==> src/shared/ivm_params.svh <==
// Constants of the interrupt source vector map: offsets, fields, resets.
// Notes on behaviour
// - Soft break raises non-maskable request, vector 007EH.
// - Every reset cause restarts through vector 0000H.
// - Executing opcode FFH causes illegal-instruction reset.
// - No illegal-instruction reset while under debug emulation.
// - Voltage detect resets only when mode bit 7 selects.
// - Simultaneous maskable requests served by priority level, then by rank, 0 highest.
// - Watchdog interval request takes rank 0, vector 0004H.
// - Voltage detect request takes rank 1, vector 0006H.
// - Six pin edge requests, ranks 2-7, 0008H-0012H.
// - Serial2 transmit/sync/bus share rank 8, vector 0014H.
// - Serial2 receive end takes rank 9, vector 0016H.
// - Serial2 receive error takes rank 10, vector 0018H.
// - Serial0 transmit/sync/bus share rank 13, vector 001EH.
// - Serial0 receive end takes rank 14, vector 0020H.
// - Serial0 error and timer1 upper share rank 15.
// - Serial1 transmit end takes rank 16, vector 0024H.
// - Serial1 receive/sync/bus share rank 17, vector 0026H.
// - Serial1 receive error takes rank 18, vector 0028H.
// - Timer3 upper end shares rank 18, vector 0028H.
// - Each source has request, block and two priority flags.
`ifndef IVM_PARAMS_SVH
`define IVM_PARAMS_SVH

`define IVM_NSRC        20
`define IVM_RANK_W      5
`define IVM_VEC_BASE    16'h0004
`define IVM_VEC_BREAK   16'h007E
`define IVM_VEC_RESET   16'h0000
`define IVM_BAD_OPCODE  8'hFF
`define IVM_VD_MODE_BIT 7

`define IVM_OFS_FLAG    5'h00
`define IVM_OFS_BLOCK   5'h04
`define IVM_OFS_PRLOW   5'h08
`define IVM_OFS_PRHIGH  5'h0C
`define IVM_OFS_CTRL    5'h10
`define IVM_OFS_VDLEVEL 5'h14
`define IVM_OFS_CAUSE   5'h18
`define IVM_OFS_VECTOR  5'h1C

`define IVM_RST_BLOCK   20'hFFFFF
`define IVM_RST_PRIO    20'hFFFFF
`define IVM_RST_VDLEVEL 8'h00
`define IVM_RST_CAUSE   7'h02

`define IVM_CAUSE_PIN    0
`define IVM_CAUSE_POWER  1
`define IVM_CAUSE_VOLT   2
`define IVM_CAUSE_WDOG   3
`define IVM_CAUSE_ILLEG  4
`define IVM_CAUSE_ACCESS 5
`define IVM_CAUSE_PARITY 6

`endif

==> src/shared/ivm_pkg.sv <==
// Types of the interrupt source vector map.
package ivm_pkg;

  // Maskable request strobes from on-chip units, one cycle each.
  typedef struct packed {
    logic watchdog_interval_request;
    logic voltage_detect_request;
    logic serial2_tx_request;
    logic serial2_sync_request;
    logic serial2_simple_bus_request;
    logic serial2_rx_request;
    logic serial2_rx_error_request;
    logic dma_chan0_end_request;
    logic dma_chan1_end_request;
    logic serial0_tx_request;
    logic serial0_sync_request;
    logic serial0_simple_bus_request;
    logic serial0_rx_request;
    logic serial0_rx_error_request;
    logic timer_ch1_upper_end_request;
    logic serial1_tx_request;
    logic serial1_rx_request;
    logic serial1_sync_request;
    logic serial1_simple_bus_request;
    logic serial1_rx_error_request;
    logic timer_ch3_upper_end_request;
    logic second_bus_unit_end_request;
  } src_req_t;

  // Reset cause strobes from on-chip monitors, one cycle each.
  typedef struct packed {
    logic watchdog_overflow_cause;
    logic bad_access_reset_cause;
    logic ram_parity_reset_cause;
  } reset_cause_t;

  // Instruction execution report from the core.
  typedef struct packed {
    logic       exec;
    logic [7:0] opcode;
    logic       soft_break_instruction;
  } core_exec_t;

endpackage

==> src/rtl/interrupt_source_vector_map.sv <==
// Interrupt and reset source arbiter with vector address generation.
//
// The implementer's own choices: the register offsets and register access over Avalon-MM.
`include "ivm_params.svh"

module interrupt_source_vector_map (
  // Clock and reset.
  input  wire logic                    CLK,
  input  wire logic                    RSTN,
  // Avalon-MM register slave.
  input  wire logic [4:0]              ADDRESS,
  input  wire logic                    READ,
  input  wire logic                    WRITE,
  input  wire logic [31:0]             WRITEDATA,
  output logic      [31:0]             READDATA,
  output logic                         WAITREQUEST,
  // Request sources.
  input  wire ivm_pkg::src_req_t       SRC_REQ,
  input  wire logic [5:0]              PIN_EDGE,
  input  wire logic                    VOLT_DETECT,
  input  wire ivm_pkg::reset_cause_t   RESET_CAUSE,
  input  wire logic                    RESET_PIN_N,
  input  wire logic                    DEBUG_EMULATION,
  // Core side.
  input  wire ivm_pkg::core_exec_t     CORE_EXEC,
  input  wire logic                    INT_ACK,
  output logic                         INT_REQUEST,
  output logic [15:0]                  INT_VECTOR,
  output logic                         RESTART
);
  import ivm_pkg::*;

  typedef struct packed {
    logic [`IVM_NSRC-1:0]   flag;
    logic [`IVM_NSRC-1:0]   block;
    logic [`IVM_NSRC-1:0]   prlow;
    logic [`IVM_NSRC-1:0]   prhigh;
    logic                   ie;
    logic [7:0]             vdlevel;
    logic [6:0]             cause;
    logic                   soft_pend;
    logic                   win_soft;
    logic [`IVM_RANK_W-1:0] win_idx;
    logic                   int_req;
    logic [15:0]            int_vec;
    logic [15:0]            last_vec;
    logic                   restart;
    logic                   waitreq;
    logic [31:0]            rdata;
    logic [5:0]             pin_s1;
    logic [5:0]             pin_s2;
    logic [5:0]             pin_d;
    logic                   dbg_s1;
    logic                   dbg_s2;
    logic                   rpin_s1;
    logic                   rpin_s2;
    logic                   rpin_d;
  } state_t;

  state_t st;
  state_t next_st;

  logic [`IVM_NSRC-1:0]   src_set;
  logic [`IVM_NSRC-1:0]   pend;
  logic                   found;
  logic [`IVM_RANK_W-1:0] best_idx;
  logic [1:0]             best_lvl;
  logic [1:0]             lvl;
  logic [6:0]             cause_set;
  logic                   bus_req;
  logic                   bus_go;
  logic [31:0]            rd_word;
  logic [`IVM_NSRC-1:0]   wmask;

  // Source slots in rank order; shared ranks OR their strobes.
  always_comb begin
    src_set     = '0;
    src_set[0]  = SRC_REQ.watchdog_interval_request;
    src_set[1]  = SRC_REQ.voltage_detect_request |
                  (VOLT_DETECT &
                   ~st.vdlevel[`IVM_VD_MODE_BIT]);
    src_set[2]  = st.pin_s2[0] & ~st.pin_d[0];
    src_set[3]  = st.pin_s2[1] & ~st.pin_d[1];
    src_set[4]  = st.pin_s2[2] & ~st.pin_d[2];
    src_set[5]  = st.pin_s2[3] & ~st.pin_d[3];
    src_set[6]  = st.pin_s2[4] & ~st.pin_d[4];
    src_set[7]  = st.pin_s2[5] & ~st.pin_d[5];
    src_set[8]  = SRC_REQ.serial2_tx_request |
                  SRC_REQ.serial2_sync_request |
                  SRC_REQ.serial2_simple_bus_request;
    src_set[9]  = SRC_REQ.serial2_rx_request;
    src_set[10] = SRC_REQ.serial2_rx_error_request;
    src_set[11] = SRC_REQ.dma_chan0_end_request;
    src_set[12] = SRC_REQ.dma_chan1_end_request;
    src_set[13] = SRC_REQ.serial0_tx_request |
                  SRC_REQ.serial0_sync_request |
                  SRC_REQ.serial0_simple_bus_request;
    src_set[14] = SRC_REQ.serial0_rx_request;
    src_set[15] = SRC_REQ.serial0_rx_error_request |
                  SRC_REQ.timer_ch1_upper_end_request;
    src_set[16] = SRC_REQ.serial1_tx_request;
    src_set[17] = SRC_REQ.serial1_rx_request |
                  SRC_REQ.serial1_sync_request |
                  SRC_REQ.serial1_simple_bus_request;
    src_set[18] = SRC_REQ.serial1_rx_error_request |
                  SRC_REQ.timer_ch3_upper_end_request;
    src_set[19] = SRC_REQ.second_bus_unit_end_request;
  end

  // Reset causes; the power-on cause is the reset value itself.
  always_comb begin
    cause_set = '0;
    cause_set[`IVM_CAUSE_PIN]    = st.rpin_d & ~st.rpin_s2;
    cause_set[`IVM_CAUSE_VOLT]   = VOLT_DETECT &
                                   st.vdlevel[`IVM_VD_MODE_BIT];
    cause_set[`IVM_CAUSE_WDOG]   = RESET_CAUSE.watchdog_overflow_cause;
    cause_set[`IVM_CAUSE_ILLEG]  = CORE_EXEC.exec &
                                   (CORE_EXEC.opcode ==
                                    `IVM_BAD_OPCODE) &
                                   ~st.dbg_s2;
    cause_set[`IVM_CAUSE_ACCESS] = RESET_CAUSE.bad_access_reset_cause;
    cause_set[`IVM_CAUSE_PARITY] = RESET_CAUSE.ram_parity_reset_cause;
  end

  // Bus handshake: one wait cycle, then the access completes.
  assign bus_req = READ | WRITE;
  assign bus_go  = bus_req & ~st.waitreq;

  // Read multiplexer; unmapped offsets read as zero.
  always_comb begin
    rd_word = '0;
    unique case (ADDRESS)
      `IVM_OFS_FLAG:    rd_word[`IVM_NSRC-1:0] = st.flag;
      `IVM_OFS_BLOCK:   rd_word[`IVM_NSRC-1:0] = st.block;
      `IVM_OFS_PRLOW:   rd_word[`IVM_NSRC-1:0] = st.prlow;
      `IVM_OFS_PRHIGH:  rd_word[`IVM_NSRC-1:0] = st.prhigh;
      `IVM_OFS_CTRL:    rd_word[1:0] = {st.soft_pend, st.ie};
      `IVM_OFS_VDLEVEL: rd_word[7:0] = st.vdlevel;
      `IVM_OFS_CAUSE:   rd_word[6:0] = st.cause;
      `IVM_OFS_VECTOR:  rd_word[15:0] = st.last_vec;
      default:          rd_word = '0;
    endcase
  end

  assign wmask = WRITEDATA[`IVM_NSRC-1:0];

  // Next state: bus writes, flag set and clear, arbitration, restart.
  always_comb begin
    next_st = st;

    // Synchronisers for the pins; first stages feed only second stages.
    next_st.pin_s1  = PIN_EDGE;
    next_st.pin_s2  = st.pin_s1;
    next_st.pin_d   = st.pin_s2;
    next_st.dbg_s1  = DEBUG_EMULATION;
    next_st.dbg_s2  = st.dbg_s1;
    next_st.rpin_s1 = RESET_PIN_N;
    next_st.rpin_s2 = st.rpin_s1;
    next_st.rpin_d  = st.rpin_s2;

    next_st.waitreq = ~(bus_req & st.waitreq);
    if (bus_req & st.waitreq) begin
      next_st.rdata = rd_word;
    end

    // Software writes; flag and cause clear on writing one.
    if (bus_go & WRITE) begin
      unique case (ADDRESS)
        `IVM_OFS_FLAG:    next_st.flag   = st.flag & ~wmask;
        `IVM_OFS_BLOCK:   next_st.block  = wmask;
        `IVM_OFS_PRLOW:   next_st.prlow  = wmask;
        `IVM_OFS_PRHIGH:  next_st.prhigh = wmask;
        `IVM_OFS_CTRL:    next_st.ie     = WRITEDATA[0];
        `IVM_OFS_VDLEVEL: next_st.vdlevel = WRITEDATA[7:0];
        `IVM_OFS_CAUSE:   next_st.cause  = st.cause & ~WRITEDATA[6:0];
        default:          next_st.ie     = st.ie;
      endcase
    end

    // The core takes the offered vector and clears its source.
    if (INT_ACK & st.int_req) begin
      next_st.last_vec = st.int_vec;
      next_st.ie       = 1'b0;
      if (st.win_soft) begin
        next_st.soft_pend = 1'b0;
      end else begin
        next_st.flag[st.win_idx] = 1'b0;
      end
    end

    // Hardware sets win over any clear in the same cycle; only a reset cause clears a soft break set.
    next_st.flag  = next_st.flag | src_set;
    next_st.cause = next_st.cause | cause_set;
    if (CORE_EXEC.exec & CORE_EXEC.soft_break_instruction) begin
      next_st.soft_pend = 1'b1;
    end

    // Any reset cause restarts the core through the single vector.
    next_st.restart = |cause_set;
    if (|cause_set) begin
      next_st.soft_pend = 1'b0;
      next_st.ie        = 1'b0;
    end

    // Arbitration on the state about to be stored.
    pend     = next_st.flag & ~next_st.block;
    found    = 1'b0;
    best_idx = '0;
    best_lvl = 2'h3;
    lvl      = 2'h3;
    for (int i = 0; i < `IVM_NSRC; i++) begin
      lvl = {next_st.prhigh[i], next_st.prlow[i]};
      // Strict compare keeps the lower rank on equal level.
      if (pend[i] && (!found || lvl < best_lvl)) begin
        found    = 1'b1;
        best_lvl = lvl;
        best_idx = i[`IVM_RANK_W-1:0];
      end
    end

    // Soft break is non-maskable and ignores the enable.
    next_st.win_soft = next_st.soft_pend;
    next_st.win_idx  = best_idx;
    if (next_st.restart) begin
      next_st.int_req = 1'b0;
      next_st.int_vec = `IVM_VEC_RESET;
    end else if (next_st.soft_pend) begin
      next_st.int_req = 1'b1;
      next_st.int_vec = `IVM_VEC_BREAK;
    end else begin
      next_st.int_req = found & next_st.ie;
      next_st.int_vec = `IVM_VEC_BASE +
                        {10'h000, best_idx, 1'b0};
    end
  end

  // State register; the restart vector and power-on cause are reset values.
  always_ff @(posedge CLK or negedge RSTN) begin
    if (!RSTN) begin
      st          <= '0;
      st.block    <= `IVM_RST_BLOCK;
      st.prlow    <= `IVM_RST_PRIO;
      st.prhigh   <= `IVM_RST_PRIO;
      st.vdlevel  <= `IVM_RST_VDLEVEL;
      st.cause    <= `IVM_RST_CAUSE;
      st.int_vec  <= `IVM_VEC_RESET;
      st.waitreq  <= 1'b1;
      st.pin_s1   <= '0;
      st.rpin_s1  <= 1'b1;
      st.rpin_s2  <= 1'b1;
      st.rpin_d   <= 1'b1;
    end else begin
      st <= next_st;
    end
  end

  // Outputs come straight from the state register.
  assign READDATA    = st.rdata;
  assign WAITREQUEST = st.waitreq;
  assign INT_REQUEST = st.int_req;
  assign INT_VECTOR  = st.int_vec;
  assign RESTART     = st.restart;

endmodule // interrupt_source_vector_map

==> config.mk <==
export PLATFORM = sky130hd
export DESIGN_NAME = interrupt_source_vector_map
export DESIGN_NICKNAME = d
export VERILOG_FILES = /design/src/shared/ivm_pkg.sv /design/src/rtl/interrupt_source_vector_map.sv
export VERILOG_INCLUDE_DIRS = /design/src /design/src/shared
export SDC_FILE = /design/constraint.sdc
export NUM_CORES = 1
export LEC_CHECK = 0
export ABC_AREA = 0
export BUFFER_PORTS_ARGS = -buffer_cell sky130_fd_sc_hd__buf_2
export CORE_MARGIN = 2
export CORE_UTILIZATION = 52
export CTS_BUF_LIST = sky130_fd_sc_hd__clkbuf_4 sky130_fd_sc_hd__clkbuf_8 sky130_fd_sc_hd__clkbuf_16
export DETAILED_ROUTE_END_ITERATION = 8
export GPL_ROUTABILITY_DRIVEN = 0
export HOLD_SLACK_MARGIN = 0.03
export PLACE_DENSITY = 0.76
export SYNTH_ARGS = -nofsm -noshare
export SYNTH_HDL_FRONTEND = slang
export SYNTH_SLANG_ARGS = --single-unit
export TNS_END_PERCENT = 30
==> constraint.sdc <==
create_clock -name CLK -period 21.8 [get_ports CLK]
set_input_delay 4.36 -clock CLK [delete_from_list [all_inputs] [get_ports CLK]]
set_output_delay 4.36 -clock CLK [all_outputs]
set_load 0.02 [all_outputs]
==> Yosys cells after proc, flatten, opt, wreduce, memory -nomap -nowiden <==
Index checks and enable logic that the tools add are counted.
{ "op_classes": {"muxes": 82, "order_cmp": 21, "n_bitwise": 48, "reduce_logical": 61, "add_sub_neg": 1, "eq_ne": 8} }
{ "ops": {"columns": ["cell", "count"], "rows": [
  ["$mux W20", 6],
  ["$mux W96", 1],
  ["$mux W5", 18],
  ["$and A20 B20 Y20", 3],
  ["$not A20 Y20", 3],
  ["$pmux W8 S5", 1],
  ["$lt A2 B2 Y1", 19],
  ["$mux W2", 19],
  ["$pmux W5 S7", 1],
  ["$mux W17", 2],
  ["$mux W1", 28],
  ["$eq A5 B5 Y1 const B", 4],
  ["$logic_and A1 B1 Y1", 20],
  ["$or A20 B20 Y20", 1],
  ["$logic_not A1 Y1", 19],
  ["$logic_or A1 B1 Y1", 19],
  ["$and A1 B1 Y1", 17],
  ["$pmux W2 S8", 1],
  ["$pmux W4 S4", 1],
  ["$not A1 Y1", 11],
  ["$eq A5 B4 Y1 const B", 2],
  ["$or A1 B1 Y1", 10],
  ["$eq A8 B8 Y1 const B", 1],
  ["$mux W8", 1],
  ["13 further kinds", 13]
]} }
{ "word_totals": {"out_inout_bits": 51, "word_cells": 244, "regBits": 180} }

==> Depth between registers and ports, before layout <==
Gate-level depths: netlist (run 1).
{ "depth": {"word_depth": 90, "mapped_depth": 132, "mapped_depth_nobuf": 131} }

==> Worst setup path before layout (run 1) <==
OpenSTA, ideal clock, no wires.
{ "synth_timing": {"path_type": "input-to-reg", "from": "input port ADDRESS[1]", "to": "register st (netlist bit INT_VECTOR[4])", "arrival_ns": 28.107, "cell_stages": 129, "path_slack_ns": -6.391, "path_buffers": 2, "setup_time_ns": 0.084, "path_cell_list": "or3_1 > clkbuf_1 > nor2_1 > and2_1 > clkbuf_1 > mux2i_1 > inv_1 > ha_1 > a31o_2 > a311oi_1 > inv_1 > o32ai_1 > ha_1 > or2_2 > a21o_1 > a21bo_2 > mux2_2 > ha_1 > [... 93 more ...] > o41a_2 > a21bo_2 > ha_1 > nand2_1 > a21oi_1 > a211o_1 > mux2i_1 > a31o_2 > ha_1 > a21o_1 > nor2_1 > and2_1 > o22ai_2 > nand4_2 > a21oi_1 > ha_1 > or3_1 > a31oi_1"} }
{ "synth_lines": {"columns": ["element", "line", "text"], "rows": [
  ["from (decl)", "interrupt_source_vector_map.sv:11", "input wire logic [4:0] ADDRESS,"],
  ["to (signal assigned)", "interrupt_source_vector_map.sv:253", "st <= next_st;"],
  ["to (decl)", "interrupt_source_vector_map.sv:60", "state_t st;"]
]} }

==> flow_metrics.tcl, run 1 <==
set metrics [dict create \
    critPathMaxFanout 4 \
    grt_max_degree 85 \
    clockRootBuffer "clkbuf_16" \
    cts.hold.buffers_added 0 \
    wirelength_mm 31.0 \
    place_area_um2 11400 \
    std_cell_rows 48 \
    path_clk_slew_ns 0.08 \
    design_area_um2 12700 \
    stdcell_count 1451 \
    synthCells 927 \
    grt_usage_pct 31.0 \
    cts_tree "done" \
    fin_crit_ns 26.83 \
    crit_path_frequent_cell "ha_4" \
    critPathRequiredTime_ns 22.15 \
    placed_cells 1380 \
    synth_flop_cell "dfrtp_1" \
    max_slew_margin_pct 24.3 \
    setup_slack_ns -5.03 \
    rsz0062_at_grt "true" \
    finalSetupTns_ns -46.26 \
    pin_count 137 \
    clk_latency_ns 0.44 \
    highest_layer "met4" \
    dp_hpwl_mm 20.5 \
    synth_seq_cells 160 \
    yosysUniqueCellTypes 88 \
    numClockSinks 160 \
    violations "negative setup slack" \
    dr.pass1.iters 8 \
    fmax_mhz 37.3 \
    wl_per_cell_um 21.4 \
    grt_pass1_wl_mm 44.5 \
    dr.first_iter.drc_count 1166 \
    core_area_um2 17400 \
    setup_viol 10 \
    routed_via_density 6.27 \
    grt_pass1_vias 8458 \
    timing.rr.start "st[92]$_DFF_PN0_" \
    htree_levels 4 \
    die_w_um 137 \
    synthToLayoutAreaGrowth_pct 37.1 \
    syn_area_um2 9250 \
    hold_viol 0 \
    port_buffers 102 \
    maxCapViolCount 0 \
    period_share_pct 123 \
    async_flop_share_pct 100 \
    final_common_cell "buf_4" \
    hold_start "next_st[14]$_DFF_PN0_" \
    wl_met3_mm 2.71 \
    nets 1319 \
    vias 9105 \
    grt_remaining_overflow 0 \
    holdCritPathClass "flop to flop" \
    crit_buf_inv 9 \
    cpPeakStageDelay_ns 0.41 \
    drive_gt1_share_pct 49.3 \
    most-common-layout-cells "buf_4 (224), buf_2 (99), dfrtp_1 (95), nand2_1 (67), dfstp_2 (65)" \
    skew_ns 0.0115 \
    synth_edf_count 0 \
    synth_area_leader_cell "dfrtp_1" \
    numCtsBuffers 17 \
    cp_top_family "compound AO/OA/AOI/OAI gates" \
    fillCellCount 1098 \
    status "finished, violations left" \
    yosys-top-cells-area "dfrtp_1 (26%), dfstp_2 (18%), mux2_2 (5.4%), buf_4 (3.9%), mux2i_1 (3.8%)" \
    ys_warn_count 0 \
    cp.arrival_ns 27.18 \
    n_antenna_cell 0 \
    die-area_um2 18900 \
    yosysSeqAreaShare_pct 44.2 \
    cp-end-kind "flop" \
    initial_core_util_pct 53.3 \
    startpoint "ADDRESS[0]" \
    tightest_slew_ns 1.13 \
    remaining_drc_errors 0 \
    cpMaxStageDelayCell "or3_4" \
    wl_met1_mm 12.4 \
    synth_top_cell_area_share_pct 25.7 \
    critPathKind "input port to flop" \
    antenna_found_initial 0 \
    start_kind "input port" \
    drv_slew 0 \
    rrSetupSlack_ns -1.20 \
    cts_buffer_depth 2 \
    ant_nets 0 \
    synth_area_per_cell_um2 9.97 \
    fp.dieH_um 137 \
    wl_met2_mm 14.7 \
]
## cell families (layout without fill, tap and decap cells)
group	count (synthesis)	after routing	synth area share (%)
compound gates	251	251	20.7
fa+ha+maj	20	20	2.71
buf+inv	144	422	7.90
simple gates	272	272	15.3
flops	160	160	44.2
other cells	1	22	0.0406
mux	79	79	9.15
## worst paths after layout
path,to,depth (start not counted)
worst max register to register,INT_VECTOR[4]$_DFF_PN0_,128
max in group asynchronous,READDATA[16]$_DFFE_PN0P_,2
worst min register to register,next_st[8]$_DFF_PN0_,0
worst max-delay path,INT_VECTOR[4]$_DFF_PN0_,129
min in group asynchronous,next_st[15]$_DFF_PN0_,1
worst min-delay path,next_st[8]$_DFF_PN0_,0
## registers in the layout (all words and copies together), names as in the netlist
| signal | count |
|---|---|
| INT_REQUEST | 1 |
| INT_VECTOR | 6 |
| READDATA | 20 |
| RESTART | 1 |
| WAITREQUEST | 1 |
| next_st | 15 |
| st | 116 |
## cells in the mapped netlist (8+ instances only)
master and n:
dfstp_2 65, mux2_2 44, buf_2 8, a222oi_1 11, a21oi_1 37, inv_1 61, nand3_1 42, or3_1 10
or2_2 11, nand2_1 71, a221oi_1 14, a31o_2 10, o21ai_0 33, ha_1 20, mux2i_1 35, a21o_1 12
and2_1 9, a22oi_1 20, a22o_1 19, nor4_1 8, dfrtp_1 95, o21a_1 10, buf_4 48, nor2_1 48
clkbuf_1 22, nor3_1 19
## what timing repair did
item	in CTS	in global routing
hold endpoints to repair	0	0
pin swaps	14	61
gates resized for setup	12	60
buffers inserted	10	29
endpoints found under the setup margin	10	10
## stage by stage
stage	hold slack [ns]	worst slack (ns)	util [%]
4_1_cts	0.352	-4.31	69.8
5_1_grt	0.361	-5.97	73.0
2_1_floorplan	0.331	-4.23	-
3_5_place_dp	0.335	-4.94	65.6
6_report	0.350	-5.03	73.0
3_3_place_gp	0.333	-4.69	65.6
## per-layer routing
metal,global-route usage [%],vias up
li1,-,3955
met1,41.5,4473
met2,50.1,568
met3,5.48,109
met4,12.3,0
met5,0,-
## layout make-up
| type | instances | area (um2) | area share [%] |
|---|---|---|---|
| timing repair buffer | 327 | 2220 | 17.5 |
| clock buffer | 17 | 425 | 3.36 |
| multi-input combinational | 644 | 5240 | 41.4 |
| clock inverter | 15 | 178 | 1.40 |
| tap | 225 | 282 | 2.22 |
| inverter | 63 | 236 | 1.87 |
| sequential | 160 | 4090 | 32.2 |
Power of run 1 is left out: the tool's default activity adds up to more than one toggle a clock period on the data nets, which glitch-free logic cannot reach.
==> run 2: changes to the inputs <==
--- a/config.mk
+++ b/config.mk
@@ -9,12 +9,12 @@
 export ABC_AREA = 0
 export BUFFER_PORTS_ARGS = -buffer_cell sky130_fd_sc_hd__buf_2
 export CORE_MARGIN = 2
-export CORE_UTILIZATION = 52
-export CTS_BUF_LIST = sky130_fd_sc_hd__clkbuf_4 sky130_fd_sc_hd__clkbuf_8 sky130_fd_sc_hd__clkbuf_16
+export CORE_UTILIZATION = 54
+export CTS_BUF_LIST = sky130_fd_sc_hd__clkbuf_8
 export DETAILED_ROUTE_END_ITERATION = 8
 export GPL_ROUTABILITY_DRIVEN = 0
 export HOLD_SLACK_MARGIN = 0.03
-export PLACE_DENSITY = 0.76
+export PLACE_DENSITY = 0.78
 export SYNTH_ARGS = -nofsm -noshare
 export SYNTH_HDL_FRONTEND = slang
 export SYNTH_SLANG_ARGS = --single-unit
==> run 2 against run 1 <==
  * Register-to-register slack gained 0.28 ns
  * Non-clock buffer count shrank 6
  * Routed wire length shrank 1.4%
  * Final cell count shrank 0.76%
  * Global-route usage grew 0.44 points
  * Worst hold slack gained 0.0054 ns
  * Flip-flop and latch count is the same
  * Count of clock-buffer cells in the layout grew 2
  * Die area shrank 3.6%
  * The run still ends with negative setup slack left
  * Clock skew grew 0.0014 ns
  * Highest routed layer unchanged
  * Sequential share of layout area grew 0.61 points
==> flow_metrics.tcl, run 2 (synthesis gave the netlist of run 1 again) <==
set metrics [dict create \
    cts_buffer_depth 2 \
    holdCritPathClass "flop to flop" \
    cp.arrival_ns 26.84 \
    cts_tree "done" \
    antenna_found_initial 0 \
    timing.rr.start "WAITREQUEST$_DFF_PN1_" \
    numCtsBuffers 17 \
    hold_depth 0 \
    final_common_cell "buf_4" \
    grt_max_degree 99 \
    initial_core_util_pct 55.6 \
    fin_crit_ns 26.47 \
    numClockSinks 160 \
    dr.first_iter.drc_count 1047 \
    cpMaxStageDelayCell "or3_4" \
    start_kind "input port" \
    grt_remaining_overflow 0 \
    core_area_um2 16600 \
    clk_latency_ns 0.46 \
    cp_top_family "compound AO/OA/AOI/OAI gates" \
    vias 9067 \
    top_register "st" \
    grt_pass1_vias 8567 \
    rsz0062_at_grt "true" \
    violations "negative setup slack" \
    ant_nets 0 \
    critPathRequiredTime_ns 22.17 \
    grt_pass1_wl_mm 44.2 \
    clockRootBuffer "clkbuf_8" \
    std_cell_rows 47 \
    setup_slack_ns -4.67 \
    routed_via_density 6.30 \
    cp-end-kind "flop" \
    fp.dieH_um 135 \
    crit_path_frequent_cell "ha_4" \
    wirelength_mm 30.6 \
    dp_hpwl_mm 20.3 \
    postLayoutCoreUtil_pct 74.7 \
    nets 1313 \
    dp_slack_ns -4.96 \
    status "finished, violations left" \
    die_w_um 135 \
    skew_ns 0.0129 \
    cpPeakStageDelay_ns 0.41 \
    ff2ff_path_depth 128 \
    die-area_um2 18200 \
    crit_buf_inv 9 \
    setup_viol 10 \
    hold_start "next_st[13]$_DFF_PN0_" \
    pin_count 137 \
    grt_usage_pct 31.5 \
    max_slew_margin_pct 27.0 \
    worst_hold_path.endpoint "next_st[7]$_DFF_PN0_" \
    dr.pass1.iters 7 \
    htree_levels 4 \
    design_area_um2 12400 \
    period_share_pct 121 \
    largest_reg_flops 116 \
    port_buffers 102 \
    drv_slew 0 \
    path_clk_slew_ns 0.09 \
    critPathKind "input port to flop" \
    place_area_um2 11300 \
    wl_per_cell_um 21.2 \
    drive_gt1_share_pct 48.9 \
    n_antenna_cell 0 \
    hold_viol 0 \
    rrSetupSlack_ns -0.92 \
    remaining_drc_errors 0 \
    fmax_mhz 37.8 \
    r2r-end "INT_VECTOR[4]$_DFF_PN0_" \
    maxCapViolCount 0 \
    most-common-layout-cells "buf_4 (217), buf_2 (99), dfrtp_1 (95), nand2_1 (68), dfstp_2 (65)" \
    critPathMaxFanout 4 \
    tightest_slew_ns 1.09 \
    synthToLayoutAreaGrowth_pct 34.5 \
]
==> run 2: worst reg2reg max path, delay by kind of cell, from the launching register on <==
kind | cells | cell delay (ns)
DFF | 1 | 0.38
and+or+nand+nor | 41 | 6.65
buffers and inverters | 7 | 0.70
muxes | 6 | 1.57
adders and majority gates | 20 | 4.90
AOI/OAI and AO/OA | 54 | 8.44
==> run 2: stage by stage <==
stage / std cells / TNS [ns] / hold WS, ns
floorplan: 948 / -38.37 / 0.331
global placement: 1371 / -41.94 / 0.333
detailed placement: 1371 / -46.07 / 0.338
CTS: 1414 / -39.04 / 0.357
global route: 1440 / -51.42 / 0.363
finish: 1440 / -42.47 / 0.356
==> run 2: routing by layer <==
layer  up-vias  GRT usage, %  part of all wire, %
met4         0          13.8                  4.1
met1      4372          43.2                   39
li1       3956             -                    -
met5         -             0                    0
met3       106          6.64                   11
met2       633          48.3                   46
==> run 2: timing repair <==
| action | in CTS | in global routing |
|---|---|---|
| buffers inserted | 11 | 26 |
| gates cloned | 0 | 0 |
| pin swaps | 11 | 32 |
| hold buffers | 0 | 0 |
| gates resized for setup | 16 | 61 |
| endpoints found under the setup margin | 10 | 10 |
==> run 2: worst max path at each step <==
stage / end / cells past startpoint / from / slack [ns]
6_report: INT_VECTOR[4]$_DFF_PN0_ / 130 / ADDRESS[4] / -4.67
5_1_grt: INT_VECTOR[4]$_DFF_PN0_ / 130 / ADDRESS[4] / -5.59
4_1_cts: INT_VECTOR[4]$_DFF_PN0_ / 130 / ADDRESS[4] / -4.27
3_5_place_dp: INT_VECTOR[4]$_DFF_PN0_ / 130 / ADDRESS[4] / -4.96
3_3_place_gp: INT_VECTOR[4]$_DFF_PN0_ / 129 / ADDRESS[4] / -4.52
2_1_floorplan: INT_VECTOR[4]$_DFF_PN0_ / 129 / ADDRESS[4] / -4.23
==> run 2: cell type report <==
type / instances / area, um2
multi-input cells: 644 / 5280
fillers: 1039 / 4200
flip-flops and latches: 160 / 4090
repair buffers: 321 / 2180
well taps: 220 / 275
clock buffers: 19 / 262
inverters: 63 / 236
clock inverters: 13 / 124
Power of run 2 is left out for the same reason.
